`src/rtl/ect_pkg.sv`:
```
// event capture timer: shared register map, field positions, modes and reset values
// assumes a 32-bit apb slave with word-aligned registers
package ect_pkg;
   // register byte offsets
   localparam logic [7:0] ECT_CONTROL_A_OFS   = 8'h00;     // control_a: enable, clock select
   localparam logic [7:0] ECT_CTRLB_OFS   = 8'h04;     // mode, output init level
   localparam logic [7:0] ECT_EVCTRL_OFS  = 8'h08;     // event enable, edge, filter
   localparam logic [7:0] ECT_INTCTRL_OFS = 8'h0C;     // capture interrupt enable
   localparam logic [7:0] ECT_INTFLG_OFS  = 8'h10;     // capture_flag, write one to clear
   localparam logic [7:0] ECT_STATUS_OFS  = 8'h14;     // running bit, read only
   localparam logic [7:0] ECT_DEBUG_CONTROL_OFS = 8'h18;     // debug_control: run_in_debug
   localparam logic [7:0] ECT_CNT_OFS     = 8'h1C;     // count_value
   localparam logic [7:0] ECT_CAPTURE_COMPARE_VALUE_OFS    = 8'h20;     // capture_compare_value
   // field positions
   localparam int ECT_EN_BIT     = 0;
   localparam int ECT_CKSEL_LSB  = 1;
   localparam int ECT_CKSEL_W    = 3;
   localparam int ECT_MODE_LSB   = 0;
   localparam int ECT_MODE_W     = 3;
   localparam int ECT_WOINIT_BIT = 4;
   localparam int ECT_CAPTURE_EVENT_INPUT_ENABLE_BIT = 0;
   localparam int ECT_EDGE_BIT   = 4;
   localparam int ECT_FILT_BIT   = 6;
   localparam int ECT_CAPTURE_FLAG_BIT   = 0;
   localparam int ECT_RUN_BIT    = 0;
   localparam int ECT_RUN_IN_DEBUG_BIT = 0;
   // clock select code that takes the companion_timer prescaled tick
   localparam logic [2:0] ECT_CKSEL_COMP = 3'h7;
   // sizes and reset values
   localparam int          ECT_CNT_W     = 16;
   localparam int          ECT_FILT_LEN  = 4;
   localparam logic [15:0] ECT_CNT_RST   = 16'h0000;
   localparam logic [15:0] ECT_CAPTURE_COMPARE_VALUE_RST  = 16'h0000;
   // the eight operating modes
   typedef enum logic [2:0] {
      ECT_M_PERIODIC = 3'h0,
      ECT_M_TIMEOUT  = 3'h1,
      ECT_M_CAPEVT   = 3'h2,
      ECT_M_FREQ     = 3'h3,
      ECT_M_PW       = 3'h4,
      ECT_M_FRQPW    = 3'h5,
      ECT_M_SINGLE   = 3'h6,
      ECT_M_PWM8     = 3'h7
   } ect_mode_t;
   // time-out check states, gray along idle -> measure -> freeze
   typedef enum logic [1:0] {
      ECT_TO_IDLE = 2'b00,
      ECT_TO_MEAS = 2'b01,
      ECT_TO_FRZ  = 2'b11
   } ect_to_state_t;
endpackage

```
`src/rtl/ect_prescaler.sv`:
```
// event capture timer: count tick generator
// assumes the companion timer tick is a one-cycle pulse in the pclk domain
`timescale 1ns/1ps
module ect_prescaler
   import ect_pkg::*;
#(
   parameter int PRE_W = 7                  // width of the local divider
)(
   input  wire logic       pclk,
   input  wire logic       presetn,
   input  wire logic [2:0] clock_source_select,
   input  wire logic       companion_tick,
   output logic            tick
);
   logic [PRE_W-1:0] pre_q;                 // free-running divider
   logic [PRE_W-1:0] mask;                  // low bits that must all be ones

   // divider runs always so the tick phase never depends on enable
   always_ff @(posedge pclk or negedge presetn)
   begin
      if (!presetn)
      begin
         pre_q <= '0;
      end
      else
      begin
         pre_q <= pre_q + 1'b1;
      end
   end

   // divide by two to the power of the select code, or borrow the companion tick
   always_comb
   begin
      mask = PRE_W'((1 << clock_source_select) - 1);
      if (clock_source_select == ECT_CKSEL_COMP)
      begin
         tick = companion_tick;
      end
      else
      begin
         tick = &(pre_q | ~mask);
      end
   end
endmodule

```
`src/rtl/ect_noise_filter.sv`:
```
// event capture timer: event input noise canceler
// assumes the event level is synchronous to pclk; runs on undivided pclk
`timescale 1ns/1ps
module ect_noise_filter
   import ect_pkg::*;
#(
   parameter int LEN = ECT_FILT_LEN         // samples that must agree
)(
   input  wire logic pclk,
   input  wire logic presetn,
   input  wire logic filt_en,
   input  wire logic event_in,
   output logic      level_q
);
   logic [LEN-1:0] samp_q;                  // last samples, newest in bit 0

   // sampling is on pclk itself, the prescaler never slows it
   always_ff @(posedge pclk or negedge presetn)
   begin
      if (!presetn)
      begin
         samp_q  <= '0;
         level_q <= 1'b0;
      end
      else
      begin
         samp_q <= {samp_q[LEN-2:0], event_in};
         if (!filt_en)
         begin
            level_q <= event_in;            // plain one-stage pass
         end
         else if (&samp_q)
         begin
            level_q <= 1'b1;                // stable high
         end
         else if (~|samp_q)
         begin
            level_q <= 1'b0;                // stable low
         end
      end
   end
endmodule

```
`src/rtl/ect_timer.sv`:
```
// event capture timer: 16-bit timer with capture modes, apb register file
// assumes apb3 master on pclk, event input and debug halt synchronous to pclk
//
// Function
// - filter forwards level after four agreeing samples
// - filter adds exactly four cycles latency
// - filter samples on undivided pclk
// - count from local prescaler or companion tick
// - one of eight modes selectable
// - debug halt stops timer unless run_in_debug
// - reset mode is periodic interrupt
// - enable starts counting at selected rate
// - periodic: count to top, flag, restart
// - periodic: top below count wraps silently
// - time-out: first edge restarts, second stops
// - time-out: flag if top before second edge
// - freeze: new edge restarts, count writes still taken
// - capture on event: copy count, flag
// - edge polarity selectable rising or falling
// - capture read of upper byte clears flag
// - frequency: capture, restart, flag per edge
// - frequency: upper byte read clears flag
// - detect bottom, max and top conditions
// - every flag set strobes event output
// - events act only with input enable set
//
// The implementer's own choices: the placing of the registers and the APB slave port.
`timescale 1ns/1ps
module ect_timer
   import ect_pkg::*;
#(
   parameter int CW = ECT_CNT_W             // counter width
)(
   input  wire logic        pclk,
   input  wire logic        presetn,
   input  wire logic        psel,
   input  wire logic        penable,
   input  wire logic        pwrite,
   input  wire logic [7:0]  paddr,
   input  wire logic [31:0] pwdata,
   output logic [31:0]      prdata,
   output logic             pready,
   output logic             pslverr,
   input  wire logic        event_in,
   input  wire logic        companion_tick,
   input  wire logic        debug_halt,
   output logic             event_out,
   output logic             irq,
   output logic             waveform_output
);
   // software registers
   logic          enable_q;                 // control_a enable
   logic [2:0]    cksel_q;                  // clock_source_select
   ect_mode_t     mode_q;                   // operating mode
   logic          wo_init_q;                // idle output level
   logic          capture_event_input_enable_q;                 // capture_event_input_enable
   logic          edge_q;                   // 1 selects falling edge
   logic          filt_q;                   // noise canceler on
   logic          inten_q;                  // capture interrupt enable
   logic          flag_q;                   // capture_flag
   logic          run_in_debug_q;                 // run_in_debug
   logic [CW-1:0] cnt_q;                    // count_value
   logic [CW-1:0] capture_compare_value_q;                   // capture_compare_value
   ect_to_state_t to_q;                     // time-out check state
   logic          filt_lvl;                 // filtered event level
   logic          lvl_prev_q;               // previous filtered level
   logic          tick;                     // prescaled count tick
   logic          active;                   // enabled and not halted
   logic          cnt_step;                 // counter advances this cycle
   logic          evt;                      // qualified event edge
   logic          flag_set;                 // any flag-setting condition
   logic          at_bottom;                // count is zero
   logic          at_max;                   // count is all ones
   logic          at_top;                   // count equals compare value
   logic          wr;                       // apb write access phase
   logic          rd;                       // apb read access phase
   logic          hit;                      // address maps to a register
   logic          cnt_run;                  // mode lets counter run

   // bus decode; zero wait states
   assign wr     = psel & penable & pwrite;
   assign rd     = psel & penable & ~pwrite;
   assign pready = 1'b1;

   ect_prescaler u_pre (
      .pclk                (pclk),
      .presetn             (presetn),
      .clock_source_select (cksel_q),
      .companion_tick      (companion_tick),
      .tick                (tick)
   );

   ect_noise_filter u_filt (
      .pclk     (pclk),
      .presetn  (presetn),
      .filt_en  (filt_q),
      .event_in (event_in),
      .level_q  (filt_lvl)
   );

   // halting in debug also masks events, so nothing moves while frozen
   assign active    = enable_q & (~debug_halt | run_in_debug_q);
   assign cnt_run   = (mode_q != ECT_M_TIMEOUT) | (to_q != ECT_TO_FRZ);
   assign cnt_step  = active & tick & cnt_run;
   assign at_bottom = (cnt_q == '0);
   assign at_max    = &cnt_q;
   assign at_top    = (cnt_q == capture_compare_value_q);

   // edge detect on filtered level; polarity chosen by edge_q
   always_ff @(posedge pclk or negedge presetn)
   begin
      if (!presetn)
      begin
         lvl_prev_q <= 1'b0;
      end
      else
      begin
         lvl_prev_q <= filt_lvl;
      end
   end
   assign evt = active & capture_event_input_enable_q &
                (edge_q ? (lvl_prev_q & ~filt_lvl)
                        : (~lvl_prev_q & filt_lvl));

   // sources of the capture flag, per mode
   always_comb
   begin
      case (mode_q)
         ECT_M_PERIODIC: flag_set = cnt_step & at_top;
         ECT_M_TIMEOUT:  flag_set = cnt_step & at_top & (to_q == ECT_TO_MEAS);
         ECT_M_CAPEVT:   flag_set = evt;
         ECT_M_FREQ:     flag_set = evt;
         default:        flag_set = 1'b0;   // later modes not built here
      endcase
   end

   // control registers; reset leaves periodic mode selected
   always_ff @(posedge pclk or negedge presetn)
   begin
      if (!presetn)
      begin
         enable_q  <= 1'b0;
         cksel_q   <= 3'h0;
         mode_q    <= ECT_M_PERIODIC;
         wo_init_q <= 1'b0;
         capture_event_input_enable_q  <= 1'b0;
         edge_q    <= 1'b0;
         filt_q    <= 1'b0;
         inten_q   <= 1'b0;
         run_in_debug_q  <= 1'b0;
      end
      else if (wr)
      begin
         case (paddr)
            ECT_CONTROL_A_OFS:
            begin
               enable_q <= pwdata[ECT_EN_BIT];
               cksel_q  <= pwdata[ECT_CKSEL_LSB +: ECT_CKSEL_W];
            end
            ECT_CTRLB_OFS:
            begin
               mode_q    <= ect_mode_t'(pwdata[ECT_MODE_LSB +: ECT_MODE_W]);
               wo_init_q <= pwdata[ECT_WOINIT_BIT];
            end
            ECT_EVCTRL_OFS:
            begin
               capture_event_input_enable_q <= pwdata[ECT_CAPTURE_EVENT_INPUT_ENABLE_BIT];
               edge_q   <= pwdata[ECT_EDGE_BIT];
               filt_q   <= pwdata[ECT_FILT_BIT];
            end
            ECT_INTCTRL_OFS: inten_q  <= pwdata[ECT_CAPTURE_FLAG_BIT];
            ECT_DEBUG_CONTROL_OFS: run_in_debug_q <= pwdata[ECT_RUN_IN_DEBUG_BIT];
            default:         ;              // other offsets hold no control
         endcase
      end
   end

   // capture flag: a set in the same cycle as any clear wins
   always_ff @(posedge pclk or negedge presetn)
   begin
      if (!presetn)
      begin
         flag_q <= 1'b0;
      end
      else if (flag_set)
      begin
         flag_q <= 1'b1;
      end
      else if (wr && paddr == ECT_INTFLG_OFS && pwdata[ECT_CAPTURE_FLAG_BIT])
      begin
         flag_q <= 1'b0;                    // write one to clear
      end
      else if (rd && paddr == ECT_CAPTURE_COMPARE_VALUE_OFS &&
               (mode_q == ECT_M_CAPEVT || mode_q == ECT_M_FREQ))
      begin
         flag_q <= 1'b0;
      end
   end

   // time-out check sequencer: restart on first edge, freeze on second
   always_ff @(posedge pclk or negedge presetn)
   begin
      if (!presetn)
      begin
         to_q <= ECT_TO_IDLE;
      end
      else if (mode_q != ECT_M_TIMEOUT || !enable_q)
      begin
         to_q <= ECT_TO_IDLE;
      end
      else if (evt)
      begin
         case (to_q)
            ECT_TO_IDLE: to_q <= ECT_TO_MEAS;
            ECT_TO_MEAS: to_q <= ECT_TO_FRZ;
            ECT_TO_FRZ:  to_q <= ECT_TO_MEAS;
            default:     to_q <= ECT_TO_IDLE;
         endcase
      end
   end

   // counter; a software write beats any hardware update
   always_ff @(posedge pclk or negedge presetn)
   begin
      if (!presetn)
      begin
         cnt_q <= ECT_CNT_RST;
      end
      else if (wr && paddr == ECT_CNT_OFS)
      begin
         cnt_q <= pwdata[CW-1:0];
      end
      else if (evt && (mode_q == ECT_M_FREQ ||
               (mode_q == ECT_M_TIMEOUT && to_q != ECT_TO_MEAS)))
      begin
         cnt_q <= '0;
      end
      else if (cnt_step)
      begin
         if ((mode_q == ECT_M_PERIODIC && at_top) || at_max)
         begin
            cnt_q <= '0;
         end
         else
         begin
            cnt_q <= cnt_q + 1'b1;          // plain up count below max
         end
      end
   end

   // compare/capture register
   always_ff @(posedge pclk or negedge presetn)
   begin
      if (!presetn)
      begin
         capture_compare_value_q <= ECT_CAPTURE_COMPARE_VALUE_RST;
      end
      else if (wr && paddr == ECT_CAPTURE_COMPARE_VALUE_OFS)
      begin
         capture_compare_value_q <= pwdata[CW-1:0];
      end
      else if (evt && (mode_q == ECT_M_CAPEVT || mode_q == ECT_M_FREQ))
      begin
         capture_compare_value_q <= cnt_q;
      end
   end

   // outputs: event strobe registered at the same edge as the flag sets, idle waveform level
   always_ff @(posedge pclk or negedge presetn)
   begin
      if (!presetn)
      begin
         event_out       <= 1'b0;
         waveform_output <= 1'b0;
      end
      else
      begin
         event_out       <= flag_set;
         waveform_output <= wo_init_q;
      end
   end
   assign irq = flag_q & inten_q;

   // read mux; unmapped addresses read zero and report an error
   always_comb
   begin
      hit    = 1'b1;
      prdata = 32'h0000_0000;
      case (paddr)
         ECT_CONTROL_A_OFS:   prdata = {28'h0, cksel_q, enable_q};
         ECT_CTRLB_OFS:   prdata = {27'h0, wo_init_q, 1'b0, mode_q};
         ECT_EVCTRL_OFS:  prdata = {25'h0, filt_q, 1'b0, edge_q, 3'h0, capture_event_input_enable_q};
         ECT_INTCTRL_OFS: prdata = {31'h0, inten_q};
         ECT_INTFLG_OFS:  prdata = {31'h0, flag_q};
         ECT_STATUS_OFS:  prdata = {31'h0, enable_q & cnt_run};
         ECT_DEBUG_CONTROL_OFS: prdata = {31'h0, run_in_debug_q};
         ECT_CNT_OFS:     prdata = {16'h0, cnt_q};
         ECT_CAPTURE_COMPARE_VALUE_OFS:    prdata = {16'h0, capture_compare_value_q};
         default:         hit    = 1'b0;
      endcase
      if (!rd)
      begin
         prdata = 32'h0000_0000;
      end
   end
   assign pslverr = psel & penable & ~hit;
endmodule

```
`config.mk`:
```
export PLATFORM = sky130hd
export DESIGN_NAME = ect_timer
export DESIGN_NICKNAME = d
export VERILOG_FILES = /design/src/rtl/ect_pkg.sv /design/src/rtl/ect_prescaler.sv /design/src/rtl/ect_noise_filter.sv /design/src/rtl/ect_timer.sv
export SDC_FILE = /design/constraint.sdc
export NUM_CORES = 1
export LEC_CHECK = 0
export BUFFER_PORTS_ARGS = -buffer_cell sky130_fd_sc_hd__buf_2
export CORE_MARGIN = 1.5
export CORE_UTILIZATION = 50
export CTS_CLUSTER_DIAMETER = 200
export DETAILED_ROUTE_END_ITERATION = 10
export GPL_TIMING_DRIVEN = 0
export PLACE_DENSITY_LB_ADDON = 0.08
export SLEW_MARGIN = 20
export SYNTH_ARGS = -nofsm -noshare
export SYNTH_HDL_FRONTEND = slang
export SYNTH_SLANG_ARGS = --single-unit
```
`constraint.sdc`:
```
create_clock -name pclk -period 2.9 [get_ports pclk]
set_input_delay 0.29 -clock pclk [delete_from_list [all_inputs] [get_ports pclk]]
set_output_delay 0.29 -clock pclk [all_outputs]
set_load 0.05 [all_outputs]
```
==> results of run 1 <==
## worst register-to-register path: cells and delay by family (launching register included)
family / cells / cell delay, ps
AOI/OAI and AO/OA: 5 / 1060
buffers and inverters: 3 / 580
DFF: 1 / 360
and+or+nand+nor: 2 / 280
adders and majority gates: 1 / 280
## worst max-delay path by stage
stage                           from         end  slack [ps]  cells past startpoint
final                       paddr[1]  prdata[13]         100                      7
after global routing        paddr[1]   prdata[9]           5                      7
after CTS                 cksel_q[0]    cnt_q[3]          30                     11
after detailed placement    paddr[1]  prdata[13]        -240                      7
after global placement      paddr[1]  prdata[13]        -210                      7
after floorplan             paddr[2]   prdata[4]         250                      7
## cell families after synthesis
| family | after synthesis |
|---|---|
| simple gates | 144 |
| fa+ha+maj | 3 |
| compound gates | 116 |
| flops | 63 |
| buf+inv | 58 |
| mux | 32 |
| xor+xnor | 22 |
| other cells | 2 |
## cell type report
type	count	area (um2)
Multi-Input combinational cell	334	2270
Clock inverter	6	93.8
Tap cell	102	128
Sequential cell	63	1580
Timing Repair Buffer	55	318
Clock buffer	10	138
Fill cell	719	2980
Buffer	44	253
Inverter	13	48.8
## state kept, by name, indices dropped and copies added, names as in the netlist
| signal | count |
|---|---|
| u_pre.pre_q | 7 |
| capture_compare_value_q | 16 |
| filt_q | 1 |
| flag_q | 1 |
| enable_q | 1 |
| wo_init_q | 1 |
| u_filt.level_q | 1 |
| edge_q | 1 |
| event_out | 1 |
| cksel_q | 3 |
| cnt_q | 16 |
| run_in_debug_q | 1 |
| mode_q | 3 |
| to_q | 2 |
| waveform_output | 1 |
| u_filt.samp_q | 4 |
| lvl_prev_q | 1 |
| capture_event_input_enable_q | 1 |
| inten_q | 1 |
## stage by stage
stage	setup slack, ps	total power [W]
3_3_place_gp	-210	0.00113
5_1_grt	4.61	0.00209
3_5_place_dp	-239	0.00114
2_1_floorplan	246	0.00106
4_1_cts	25.8	0.00203
6_report	102	0.00203
## report_power, final
group          total [W]  internal (W)  switching, W
registers       0.000915      0.000893     0.0000213
logic           0.000213     0.0000753      0.000138
clock network   0.000904      0.000512      0.000392
## per-layer routing
metal	GRT usage, %	up-vias	wire length, um
li1	-	1760	-
met1	38.2	1785	5080
met2	44.4	163	5330
met3	3.66	22	723
met4	8.59	0	227
met5	0	-	0
## timing repair
action	4_1_cts	5_1_grt
hold buffers	1	0
setup buffers	0	3
hold endpoints to repair	29	0
setup endpoints to repair	7	23
resized for setup	2	3
pin swaps	0	2
## cells in the final DEF (no fill, tap or decap), types with 3 or more instances in the layout
| master | netlist | layout |
|---|---|---|
| dfrtp_1 | 63 | 63 |
| buf_2 | 9 | 58 |
| nand2_1 | 39 | 39 |
| nor2_1 | 33 | 31 |
| buf_4 | 20 | 23 |
| nand3_1 | 17 | 17 |
| mux2i_1 | 17 | 17 |
| conb_1 | 2 | 17 |
| o21ai_0 | 15 | 15 |
| mux2_2 | 15 | 15 |
| clkbuf_1 | 15 | 14 |
| inv_1 | 13 | 13 |
| xnor2_1 | 13 | 13 |
| a22oi_1 | 12 | 12 |
| o2bb2ai_1 | 12 | 12 |
| a22o_1 | 11 | 11 |
| a32oi_1 | 11 | 11 |
| a21oi_1 | 11 | 11 |
| clkbuf_8 | 0 | 10 |
| o22ai_1 | 9 | 9 |
| xor2_1 | 9 | 9 |
| and2_1 | 7 | 7 |
| o21ai_1 | 6 | 6 |
| nor4_1 | 7 | 6 |
| nor3_1 | 6 | 6 |
| nand4_1 | 5 | 5 |
| and3_1 | 5 | 5 |
| o32ai_1 | 5 | 5 |
| nor2b_1 | 3 | 3 |
| nand2b_1 | 3 | 3 |
| ha_1 | 3 | 3 |
| clkinv_4 | 0 | 3 |
==> flow_summary.ini, run 1 <==
[outcome]
status = completed

[place]
dp_hpwl_um = 8120
gp_congestion = 0.882
placed_cells = 608
io_buffers = 50
placed_cell_area_mm2 = 0.00453

[synth]
synth_top_family_by_area = compound AO/OA/AOI/OAI gates
postSynthAreaPerCell_um2 = 9.26
synth-compound-area-share_pct = 21.5
netlist_area_mm2 = 0.00408
synth_edf_count = 0
yosysMostFrequentCell = dfrtp_1
synthXorXnorAreaFrac_pct = 4.73
yosysWarnings = 0
ys.flop_type = dfrtp_1
synthAdderAreaFrac_pct = 0.921
synth_cell_types = 64
muxShareOfSynthArea_pct = 8.32
async_flop_share_pct = 100
synthTopCellsByArea = dfrtp_1 39%, mux2i_1 4.2%, mux2_2 4.1%
synthCells = 440
synthTopCellsByCount = 63 x dfrtp_1, 39 x nand2_1, 33 x nor2_1
synth_seq_cells = 63
yosysSeqAreaShare_pct = 38.7
yosys.area.top_type = dfrtp_1
synthSimpleGateAreaFrac_pct = 18.2
synth_top_area_share_pct = 38.7

[grt]
track_usage_pct = 27.5
grt_pass1_wl_um = 18300
grt_pass1_vias = 3562
grt_max_degree = 35
grt_overflow = 0
antenna_found_initial = 0

[clock_tree]
cts.sinks = 63
root_buffer = clkbuf_8
worst_skew_pair.late_latency_ps = 350
cts.clk_slew.worst_paths_ps = 80
htree_levels = 3
cts_tree = done
cts_buffers = 9
cts_max_path_buffers = 2

[timing]
finalSetupTns_ps = 0
rsz0062_at_grt = false
finalHoldViolCount = 0
drv_slew = 0
fmax_ghz = 0.357
min_period_ps = 2800
fin_skew_ps = 4.18
period_share_pct = 96.5
tightest_slew_ps = 806
setup_viol = 0
hold_ws_ps = 54.4
max-slew-margin-rel_pct = 45.8

[critical_path]
worstPathArrival_ps = 2510
r2r_cells = 11
cp_top_family = simple AND/OR/NAND/NOR gates
r2r-end = cnt_q[3]
crit_buf_inv = 2
critical_path.slowest_cell = or4_1
cpMostUsedCell = buf_2
worst-r2r-setup-slack_ps = 210
crit_fanout = 10
crit_required_ps = 2610
path_cells = buf_2, or4_1, o21ai_1, nand4_1, nor2_4, a22o_1, buf_2
r2r-start = cksel_q[2]
cp-end-kind = primary output
crit_type = input pin to primary output
cp-start-kind = input pin
max_stage_delay_ps = 590

[min_path]
hold_start = event_in
hold_path_depth = 1
min_to = u_filt.samp_q[0]
worstHoldPathType = input pin to flop

[drt]
via_count = 3730
wire_per_inst_um = 18.1
routed_wl_um = 11400
drt_iter0_drc = 254
drc_errors = 0
vias_per_cell = 5.95
firstDrtPassIters = 5
antenna_left = 0

[die]
ios = 85
die_y_um = 93.3
fp-row-count = 32
die_area_mm2 = 0.00870
core_mm2 = 0.00781
start_util_pct = 52.2
die_x_um = 93.3

[final_layout]
fin_util_pct = 61.8
drive_gt1_share_pct = 24.4
nNetsFinal = 571
diodes = 0
area_growth_pct = 18.4
layout.cells.non_filler = 627
fin_area_mm2 = 0.00483

[pwr]
pwr_density_cell_mw_per_mm2 = 421
peakVddDrop_uv = 303
leakage_nw = 2.13

[flow_run]
maxCapViolations = 0
Power figures use the tool's default switching activity.
==> run 2: changes to the inputs <==
ABC_AREA = 1   (was not set)
==> run 2 against run 1 <==
Global-route usage shrank 0.19 points. Critical path depth grew 2. Final cell count grew 35%. Sequential power shrank 1%. Critical path type unchanged. Largest cell class unchanged. Count of clock-buffer cells in the layout shrank 1. Cell area grew 5.8%. Sequential share of layout area shrank 1.8 points. Power shrank 6.4%.
==> flow_summary.ini, run 2 <==
[final_layout]
nFillCells = 866
final_cell_mix = 229 x nand2_1, 71 x inv_1, 63 x dfrtp_1
final_common_cell = nand2_1
drive_gt1_share_pct = 19.9
nNetsFinal = 785
area_growth_pct = 15.7
reg_top3 = capture_compare_value_q (16), cnt_q (16), u_pre.pre_q (7)
diodes = 0

[critical_path]
cp-start-kind = input pin
cp_top_family = simple AND/OR/NAND/NOR gates
r2r_cells = 18
crit_type = input pin to primary output
cp-end-kind = primary output
r2r-end = cnt_q[0]
r2r-start = cksel_q[2]
path_cells = buf_2, nor2_2, nand2_1, nor3_2, nand2_1, nor3_2, nand2_1, o21ai_0, buf_2
crit_buf_inv = 2
crit_fanout = 7
worstPathArrival_ps = 2410
worst-r2r-setup-slack_ps = 680
critical_path.slowest_cell = nor3_2
max_stage_delay_ps = 490
cpMostUsedCell = nand2_1
crit_required_ps = 2610

[clock_tree]
cts.clk_slew.worst_paths_ps = 80
worst_skew_pair.late_latency_ps = 360
postCtsSetupBuffers = 0
cts.sinks = 63
cts_hold_buf = 1
post_cts_resized = 0
htree_levels = 3
cts_buffers = 9
cts_max_path_buffers = 2
root_buffer = clkbuf_8
cts_tree = done

[timing]
max-slew-margin-rel_pct = 60.2
finalSetupTns_ps = 0
min_period_ps = 2700
fin_skew_ps = 11.3
hold_ws_ps = 39.7
finalHoldViolCount = 0
period_share_pct = 93.0
setup_viol = 0
tightest_slew_ps = 596
drv_slew = 0
fmax_ghz = 0.371
rsz0062_at_grt = false

[drt]
via_count = 4367
drc_errors = 0
drt_iter0_drc = 263
firstDrtPassIters = 6
antenna_left = 0
wire_per_inst_um = 14.5
routed_wl_um = 12300
vias_per_cell = 5.16

[synth]
synthTopCellsByArea = dfrtp_1 36%, nand2_1 19%, inv_1 6.0%
synthTopCellsByCount = 229 x nand2_1, 71 x inv_1, 63 x dfrtp_1
async_flop_share_pct = 100
yosysWarnings = 0
yosys.area.top_type = dfrtp_1
synth_edf_count = 0
ys.flop_type = dfrtp_1
netlist_area_mm2 = 0.00442
synth_seq_cells = 63
yosysSeqAreaShare_pct = 35.7
synth_top_area_share_pct = 35.7
yosysMostFrequentCell = nand2_1
postSynthAreaPerCell_um2 = 6.74
synthCells = 655
synth_cell_types = 40

[die]
fp-row-count = 34
die_area_mm2 = 0.00941
core_mm2 = 0.00864
die_y_um = 97.0
start_util_pct = 51.1
ios = 85
die_x_um = 97.0

[pwr]
seqPwrFrac_pct = 47.6
pwr_density_cell_mw_per_mm2 = 372
p_comb_share_pct = 9.7
pwr-share-clk_pct = 42.7
swShare_pct = 28.8
leakage_nw = 2.74
switchingPower_w = 0.000547
intPower_w = 0.00135
peakVddDrop_uv = 256

[grt]
antenna_found_initial = 0
grt_max_degree = 47
grt_pass1_wl_um = 20500
grt_overflow = 0
track_usage_pct = 27.3
grt_pass1_vias = 4217

[outcome]
status = completed

[place]
dp_hpwl_um = 9190
io_buffers = 51
gp_congestion = 0.884

[flow_run]
maxCapViolations = 0

[min_path]
min_to = u_filt.samp_q[0]
worstHoldPathType = input pin to flop
hold_path_depth = 1
hold_start = event_in
## run 2: power by group through the flow
stage	registers, W	logic [W]	clock network (W)
6_report	0.000905	0.000184	0.000813
5_1_grt	0.000907	0.000202	0.000868
4_1_cts	0.000905	0.000184	0.000824
3_5_place_dp	0.000922	0.000183	0
3_3_place_gp	0.000921	0.000176	0
2_1_floorplan	0.000919	0.000115	0
## run 2: worst max path at each step
stage,start,endpoint,slack [ps],cells past startpoint
2_1_floorplan,paddr[7],prdata[11],380,9
3_3_place_gp,paddr[1],prdata[14],210,9
3_5_place_dp,paddr[1],prdata[8],190,9
4_1_cts,paddr[1],prdata[8],180,9
5_1_grt,paddr[1],prdata[13],20,9
6_report,paddr[1],prdata[13],200,9
## run 2: routing by layer
| layer | GRT usage [%] | wire, um |
|---|---|---|
| met5 | 0 | 0 |
| met4 | 10.1 | 224 |
| met3 | 5.49 | 696 |
| met2 | 47.1 | 6000 |
| met1 | 33.7 | 5340 |
## run 2: cells by family (layout without fill, tap and decap cells)
group	after synthesis	count (layout)	synth area share, %
flip-flops	63	63	35.7
AND/OR/NAND/NOR	359	359	35.4
buffers and inverters	119	188	12.9
other	2	17	0.170
AO/OA/AOI/OAI	94	94	11.9
XOR/XNOR	14	14	2.78
adder cells (fa/ha/maj)	3	3	0.850
multiplexers	1	1	0.255
## run 2: layout make-up
| class | count | area (um2) | area share [%] |
|---|---|---|---|
| Multi-Input combinational cell | 488 | 2330 | 45.6 |
| Sequential cell | 63 | 1580 | 30.9 |
| Inverter | 85 | 322 | 6.29 |
| Timing Repair Buffer | 53 | 295 | 5.78 |
| Buffer | 34 | 248 | 4.85 |
| Tap cell | 108 | 135 | 2.65 |
| Clock buffer | 9 | 124 | 2.42 |
| Clock inverter | 7 | 81.3 | 1.59 |
## run 2: through the flow
stage | setup WS (ps) | util (%) | std cells | instance area, um2 | power [W]
3_5_place_dp | 194 | 56.7 | 830 | 4890 | 0.00111
4_1_cts | 184 | 59.2 | 847 | 5110 | 0.00191
2_1_floorplan | 382 | - | 670 | 4470 | 0.00103
6_report | 202 | 59.2 | 847 | 5110 | 0.00190
5_1_grt | 19.4 | 59.2 | 847 | 5110 | 0.00198
3_3_place_gp | 207 | 56.3 | 829 | 4860 | 0.00110
